`src/core/dof_pkg.sv`:
```
// Constants for the digital output fault control block
package dof_pkg;
  localparam int          NUM_MOD      = 9;
  localparam int          NUM_GRP      = 4;
  localparam logic [15:0] IDX_ERR_RST  = 16'h5000;
  localparam logic [15:0] IDX_DIAG     = 16'h5200;
  localparam logic [15:0] IDX_MASK     = 16'h5201;
  localparam logic [15:0] IDX_SUMMARY  = 16'h5202;
  localparam logic [15:0] IDX_VALUE    = 16'h6200;
  localparam logic [15:0] IDX_POL      = 16'h6202;
  localparam logic [15:0] IDX_FMODE    = 16'h6206;
  localparam logic [15:0] IDX_FSUBST   = 16'h6207;
  localparam logic [15:0] ERR_RST_DO   = 16'h0002;
  localparam logic [7:0]  SUB_COUNT    = 8'h00;
  localparam logic [7:0]  SUB_FIRST    = 8'h01;
  localparam logic [7:0]  SUB_LAST     = 8'h09;
  localparam logic [15:0] MOD_COUNT    = 16'h0009;
  localparam logic [7:0]  MASK_RST     = 8'h0f;
  localparam logic [7:0]  BYTE_RST     = 8'h00;
  localparam int          OPEN_OFS     = 4;
endpackage : dof_pkg

```
`src/core/dof_ctrl.sv`:
```
// Digital output objects with polarity, fault substitution and diagnostics
`timescale 1ns/1ns
`default_nettype none

module dof_ctrl
  import dof_pkg::*;
(
  input  wire logic        mclk,
  input  wire logic        rst,
  input  wire logic        obj_wr,
  input  wire logic        obj_rd,
  input  wire logic [15:0] obj_index,
  input  wire logic [7:0]  obj_subidx,
  input  wire logic [15:0] obj_wdata,
  output logic      [15:0] obj_rdata,
  output logic             obj_ack,
  output logic             obj_err,
  input  wire logic        bus_off,
  input  wire logic        life_guard_fail,
  input  wire logic [35:0] diag_detect,
  input  wire logic [8:0]  supply_missing,
  input  wire logic [8:0]  module_4ch,
  output logic      [71:0] out_pins,
  output logic             fault_active,
  output logic             emcy_req
);

  logic [7:0]  value      [NUM_MOD];
  logic [7:0]  polarity   [NUM_MOD];
  logic [7:0]  fmode      [NUM_MOD];
  logic [7:0]  fsubst     [NUM_MOD];
  logic [7:0]  mask       [NUM_MOD];
  logic [7:0]  flags      [NUM_MOD];
  logic [7:0]  snap       [NUM_MOD];
  logic [8:0]  summary_q;
  logic [7:0]  next_value    [NUM_MOD];
  logic [7:0]  next_polarity [NUM_MOD];
  logic [7:0]  next_fmode    [NUM_MOD];
  logic [7:0]  next_fsubst   [NUM_MOD];
  logic [7:0]  next_mask     [NUM_MOD];
  logic [7:0]  next_flags    [NUM_MOD];
  logic [7:0]  next_snap     [NUM_MOD];
  logic [8:0]  summary;
  logic [71:0] next_out_pins;
  logic        next_fault_active;
  logic        next_emcy_req;
  logic [15:0] next_obj_rdata;
  logic        next_obj_ack;
  logic        next_obj_err;

  // Decode and classification scratch
  logic        sel_value;
  logic        sel_pol;
  logic        sel_fmode;
  logic        sel_fsubst;
  logic        sel_mask;
  logic        sel_err_rst;
  logic        sub_ok;
  logic [3:0]  mod_sel;
  logic        hit;
  logic        rdonly;
  logic        out_write;
  logic        err_reset;
  logic [7:0]  det_flags;
  logic        grp_high;
  logic        grp_det;

  // Index decode shared by the table writes
  always_comb begin
    sel_value   = (obj_index == IDX_VALUE);
    sel_pol     = (obj_index == IDX_POL);
    sel_fmode   = (obj_index == IDX_FMODE);
    sel_fsubst  = (obj_index == IDX_FSUBST);
    sel_mask    = (obj_index == IDX_MASK);
    sel_err_rst = (obj_index == IDX_ERR_RST);
    sub_ok = (obj_subidx >= SUB_FIRST) && (obj_subidx <= SUB_LAST);
    mod_sel = 4'(obj_subidx - SUB_FIRST);
    // Any module's value or polarity write releases the global fault
    out_write = obj_wr && sub_ok && (sel_value || sel_pol);
    err_reset = obj_wr && sel_err_rst && (obj_subidx == SUB_COUNT)
                && (obj_wdata == ERR_RST_DO);
    for (int m = 0; m < NUM_MOD; m++) begin
      next_value[m]    = value[m];
      next_polarity[m] = polarity[m];
      next_fmode[m]    = fmode[m];
      next_fsubst[m]   = fsubst[m];
      next_mask[m]     = mask[m];
      if (obj_wr && sub_ok && (mod_sel == 4'(m))) begin
        if (sel_value) begin
          next_value[m] = obj_wdata[7:0];
        end else if (sel_pol) begin
          next_polarity[m] = obj_wdata[7:0];
        end else if (sel_fmode) begin
          next_fmode[m] = obj_wdata[7:0];
        end else if (sel_fsubst) begin
          next_fsubst[m] = obj_wdata[7:0];
        end else if (sel_mask) begin
          next_mask[m] = obj_wdata[7:0];
        end
      end
    end
  end

  // Diagnostic flags, classification and self-clear
  always_comb begin
    for (int m = 0; m < NUM_MOD; m++) begin
      det_flags = 8'h00;
      for (int g = 0; g < NUM_GRP; g++) begin
        grp_high = module_4ch[m] ? out_pins[8*m+g]
                                 : (out_pins[8*m+2*g] | out_pins[8*m+2*g+1]);
        grp_det = diag_detect[NUM_GRP*m+g] | supply_missing[m];
        det_flags[g] = grp_det & grp_high;
        det_flags[g+OPEN_OFS] = grp_det & ~grp_high;
      end
      next_snap[m]  = snap[m];
      next_flags[m] = flags[m];
      if (err_reset) begin
        next_flags[m] = BYTE_RST;
      end else if ((det_flags == BYTE_RST) && (out_pins[8*m +: 8] == snap[m])) begin
        next_flags[m] = BYTE_RST;
      end
      // New detections win over any clear in the same cycle
      next_flags[m] = next_flags[m] | det_flags;
      if ((det_flags & ~flags[m]) != BYTE_RST) begin
        next_snap[m] = out_pins[8*m +: 8];
      end
      summary[m] = (flags[m] & mask[m]) != BYTE_RST;
    end
  end

  // Fault condition and pin drive
  always_comb begin
    next_emcy_req = |(summary & ~summary_q);
    next_fault_active = fault_active;
    if (out_write) begin
      next_fault_active = 1'b0;
    end
    // Fault sources win over the release write
    if (bus_off || life_guard_fail || next_emcy_req) begin
      next_fault_active = 1'b1;
    end
    for (int m = 0; m < NUM_MOD; m++) begin
      for (int b = 0; b < 8; b++) begin
        if (next_fault_active && next_fmode[m][b]) begin
          next_out_pins[8*m+b] = next_fsubst[m][b];
        end else begin
          next_out_pins[8*m+b] = next_value[m][b] ^ next_polarity[m][b];
        end
      end
    end
  end

  // Object read and write answers
  always_comb begin
    hit = 1'b1;
    rdonly = 1'b0;
    next_obj_rdata = 16'h0000;
    if (obj_index == IDX_SUMMARY && obj_subidx == SUB_COUNT) begin
      next_obj_rdata = {7'h00, summary};
      rdonly = 1'b1;
    end else if (obj_index == IDX_ERR_RST && obj_subidx == SUB_COUNT) begin
      next_obj_rdata = 16'h0000;
    end else if (obj_subidx == SUB_COUNT && (obj_index == IDX_VALUE || obj_index == IDX_POL
                 || obj_index == IDX_FMODE || obj_index == IDX_FSUBST
                 || obj_index == IDX_DIAG || obj_index == IDX_MASK)) begin
      next_obj_rdata = MOD_COUNT;
      rdonly = 1'b1;
    end else if (!sub_ok) begin
      hit = 1'b0;
    end else if (obj_index == IDX_VALUE) begin
      next_obj_rdata = {8'h00, value[mod_sel]};
    end else if (obj_index == IDX_POL) begin
      next_obj_rdata = {8'h00, polarity[mod_sel]};
    end else if (obj_index == IDX_FMODE) begin
      next_obj_rdata = {8'h00, fmode[mod_sel]};
    end else if (obj_index == IDX_FSUBST) begin
      next_obj_rdata = {8'h00, fsubst[mod_sel]};
    end else if (obj_index == IDX_MASK) begin
      next_obj_rdata = {8'h00, mask[mod_sel]};
    end else if (obj_index == IDX_DIAG) begin
      next_obj_rdata = {8'h00, flags[mod_sel]};
      rdonly = 1'b1;
    end else begin
      hit = 1'b0;
    end
    if (!obj_rd) begin
      next_obj_rdata = obj_rdata;
    end
    next_obj_ack = obj_rd | obj_wr;
    next_obj_err = (obj_rd | obj_wr) & (~hit | (obj_wr & rdonly));
  end

  // Object table registers
  always_ff @(posedge mclk) begin
    if (rst) begin
      for (int m = 0; m < NUM_MOD; m++) begin
        value[m]    <= BYTE_RST;
        polarity[m] <= BYTE_RST;
        fmode[m]    <= BYTE_RST;
        fsubst[m]   <= BYTE_RST;
        mask[m]     <= MASK_RST;
      end
    end else begin
      for (int m = 0; m < NUM_MOD; m++) begin
        value[m]    <= next_value[m];
        polarity[m] <= next_polarity[m];
        fmode[m]    <= next_fmode[m];
        fsubst[m]   <= next_fsubst[m];
        mask[m]     <= next_mask[m];
      end
    end
  end

  // Diagnostic flags, snapshots and summary history
  always_ff @(posedge mclk) begin
    if (rst) begin
      for (int m = 0; m < NUM_MOD; m++) begin
        flags[m] <= BYTE_RST;
        snap[m]  <= BYTE_RST;
      end
      summary_q <= '0;
    end else begin
      for (int m = 0; m < NUM_MOD; m++) begin
        flags[m] <= next_flags[m];
        snap[m]  <= next_snap[m];
      end
      summary_q <= summary;
    end
  end

  // Fault state and pin drive
  always_ff @(posedge mclk) begin
    if (rst) begin
      out_pins     <= '0;
      fault_active <= 1'b0;
      emcy_req     <= 1'b0;
    end else begin
      out_pins     <= next_out_pins;
      fault_active <= next_fault_active;
      emcy_req     <= next_emcy_req;
    end
  end

  // Object answers
  always_ff @(posedge mclk) begin
    if (rst) begin
      obj_rdata <= '0;
      obj_ack   <= 1'b0;
      obj_err   <= 1'b0;
    end else begin
      obj_rdata <= next_obj_rdata;
      obj_ack   <= next_obj_ack;
      obj_err   <= next_obj_err;
    end
  end

endmodule : dof_ctrl
`default_nettype wire

```
`config.mk`:
```
export PLATFORM = sky130hd
export DESIGN_NAME = dof_ctrl
export DESIGN_NICKNAME = d
export VERILOG_FILES = /design/src/core/dof_pkg.sv /design/src/core/dof_ctrl.sv
export SDC_FILE = /design/constraint.sdc
export NUM_CORES = 2
export LEC_CHECK = 0
export ABC_AREA = 1
export BUFFER_PORTS_ARGS = -buffer_cell sky130_fd_sc_hd__buf_4
export CAP_MARGIN = 20
export CORE_ASPECT_RATIO = 1.4
export CORE_MARGIN = 4
export CORE_UTILIZATION = 67
export CTS_BUF_LIST = sky130_fd_sc_hd__clkbuf_4 sky130_fd_sc_hd__clkbuf_8 sky130_fd_sc_hd__clkbuf_16
export CTS_CLUSTER_SIZE = 12
export DETAILED_ROUTE_END_ITERATION = 16
export PLACE_DENSITY = 0.83
export SLEW_MARGIN = 15
export SYNTH_ARGS = -nofsm -noshare
export SYNTH_HDL_FRONTEND = slang
export SYNTH_SLANG_ARGS = --single-unit
```
`constraint.sdc`:
```
create_clock -name mclk -period 5.4 [get_ports mclk]
set_input_delay 0.81 -clock mclk [delete_from_list [all_inputs] [get_ports mclk]]
set_output_delay 0.81 -clock mclk [all_outputs]
set_load 0.03 [all_outputs]
```
==> impl_metrics.tcl <==
set metrics [dict create \
    status "finished, final reports clean" \
    period_minus_slack_ns 3.68 \
    grt_max_degree 159 \
    min_path_type "register to register" \
    synthArstFlopShare_pct 0 \
    startpoint_type "input pin" \
    vias 38600 \
    synth_area_um2 33900 \
    rsz0062_at_grt "no" \
    grt_pass1_vias 35400 \
    dieHeight_um 274 \
    clock_path_buffers 3 \
    skew_ns 0.0436 \
    synth.ff_latch_count 598 \
    r2r_start "flags[1][7]" \
    clock_sinks 598 \
    max_stage_delay_ns 0.41 \
    start_util_pct 67.7 \
    hold_viol 0 \
    whs_ns 0.479 \
    power_leakage_nw 18.4 \
    final_cell_mix "nand2_1, nor2_1, dfxtp_1" \
    worst_slew_pin_slew_ns 1.10 \
    cp_num_buf_inv 6 \
    post-route-period-util_pct 68.2 \
    timing.final.max_slew_violations 0 \
    path_max_fanout 58 \
    drc_errors 0 \
    cts_hold_buf 0 \
    setup_tns_ns 0 \
    clkLatencyLatePin_ns 0.67 \
    fp.dieW_um 198 \
    dp_cells 6403 \
    antenna_found_initial 4 \
    port_buffers 184 \
    ios 192 \
    min_from "mask[1][4]" \
    drive_gt1_share_pct 7.02 \
    place.gp.congestion 1.09 \
    worst-setup-path-type "input pin to register" \
    cp_common_cell "nand2_1" \
    layout-area-overhead-vs-synth_pct 10.1 \
    cts.clk_slew.worst_paths_ns 0.06 \
    max_freq_mhz 272 \
    fin_cells 6501 \
    max_slew_margin_pct 25.9 \
    critPathSlowestCell "nand2_1" \
    grt-ovfl-total 0 \
    yosysSeqAreaShare_pct 35.4 \
    first_pass_iters 8 \
    cts_max_level 2 \
    routed_wl_um 129000 \
    crit_required_ns 5.87 \
    cp.arrival_ns 4.15 \
    via_per_inst 5.94 \
    synth_cell_type_count 41 \
    cts-root-buf "clkbuf_16" \
    cellPowerDensity_nw_per_um2 261 \
    finalSetupViolations 0 \
    numCtsBuffers 60 \
    cts_resized 0 \
    synthCells 5800 \
    ant_nets 0 \
    yosysWarnings 0 \
    finalPower_mw 9.74 \
    layout_commonest_cell "nand2_1" \
    ir_drop_mv 0.259 \
    drv_cap 0 \
    synth.avg_cell_area_um2 5.84 \
    core_area_um2 50000 \
    dieArea_um2 54300 \
    cts_setup_buffers 0 \
    dp_hpwl_um 89100 \
    crit_family "buffers and inverters" \
    path_cells "buf_6, inv_4, ha_4, inv_1, nand2_1, nand2_1, nand3_4, inv_2, buf_4, nand2_1, nor2_2, buf_4, nand2_1, nand2_1, o211ai_1" \
    end_kind "register" \
    fin_nets 5926 \
    synth-edff-count 0 \
    cts_tree "built" \
    synth-main-ff-cell "dfxtp_1" \
    wl_per_cell_um 19.9 \
    grt_usage_pct 46.1 \
    cp-startpoint "obj_subidx[0]" \
    rows 97 \
    drt-initial-drc-count 4637 \
    grt_pass1_wl_um 196000 \
]
area by class of cell:
class	instances	area, um^2
antenna	1	2.50
fill	4330	12700
inverter	567	2130
multi-input combinational	4358	18600
clock inverter	5	43.8
tap	643	805
clock buffer	92	1850
timing repair buffer	237	1870
sequential	598	12000
final timing paths:
kind / to / slack (ns) / depth (start not counted)
max: mask[5][0] / 1.72 / 15
min: mask[1][4] / 0.48 / 2
max reg2reg: out_pins[61] / 1.73 / 13
min reg2reg: mask[1][4] / 0.48 / 2
where the power goes:
| part | total (mW) | switching, mW | internal [mW] |
|---|---|---|---|
| registers | 4.54 | 0.0671 | 4.47 |
| clock network | 4.15 | 1.81 | 2.34 |
| logic | 1.05 | 0.758 | 0.293 |
per-stage QoR:
stage / cell area (um^2) / util, % / worst slack, ns
6_report: 37300 / 74.5 / 1.72
5_1_grt: 37300 / 74.5 / 1.51
4_1_cts: 37300 / 74.5 / 1.83
3_5_place_dp: 35400 / 70.7 / 1.17
3_3_place_gp: 35400 / 70.7 / 1.29
2_1_floorplan: 33900 / - / 2.20
registers in the layout, indices dropped and copies added (netlist names):
register      count
obj_rdata         9
fmode            72
snap             72
flags            72
out_pins         72
obj_ack           1
obj_err           1
polarity         72
emcy_req          1
fault_active      1
value            72
summary_q         9
fsubst           72
mask             72
per-layer routing:
metal	up-vias	part of all wire (%)	global-route usage, %
li1	18100	-	-
met4	0	10	38.8
met5	-	0	0
met3	766	12	12.0
met1	17200	33	53.0
met2	2586	44	71.1
worst reg2reg max path: cells and delay by family (launching register included):
family | cells | cell delay [ns]
DFF | 1 | 0.38
and+or+nand+nor | 13 | 3.10
cells by family (layout without fill, tap and decap cells):
family          after synthesis  in the layout  synth area share, %
xor+xnor                     36             36                0.931
other cells                   1              8               0.0111
flops                       598            598                 35.4
buf+inv                     850            901                 9.93
fa+ha+maj                     4              4                0.148
simple gates               3610           3610                 42.7
compound gates              701            701                 11.0
synth_stat cells (12+ instances only):
library cell  number  area, um^2
a21oi_1          322        1610
nand4_1           12        75.1
nand3_1          509        2550
o21ai_1           50         250
o211ai_1          46         345
or2_2             27         169
dfxtp_1          598       12000
o22ai_1           41         257
nor2_1           738        2770
o21ai_0          230        1150
buf_1             13        48.8
clkinv_1          12        45.0
clkbuf_1         187         702
nor3_1            14        70.1
xor2_1            23         201
xnor2_1           13         114
buf_4             25         188
inv_1            533        2000
nand2_1         2274        8540
inv_2             22        82.6
buf_2             57         285
Note: power is estimated with default switching activity, not from simulation.
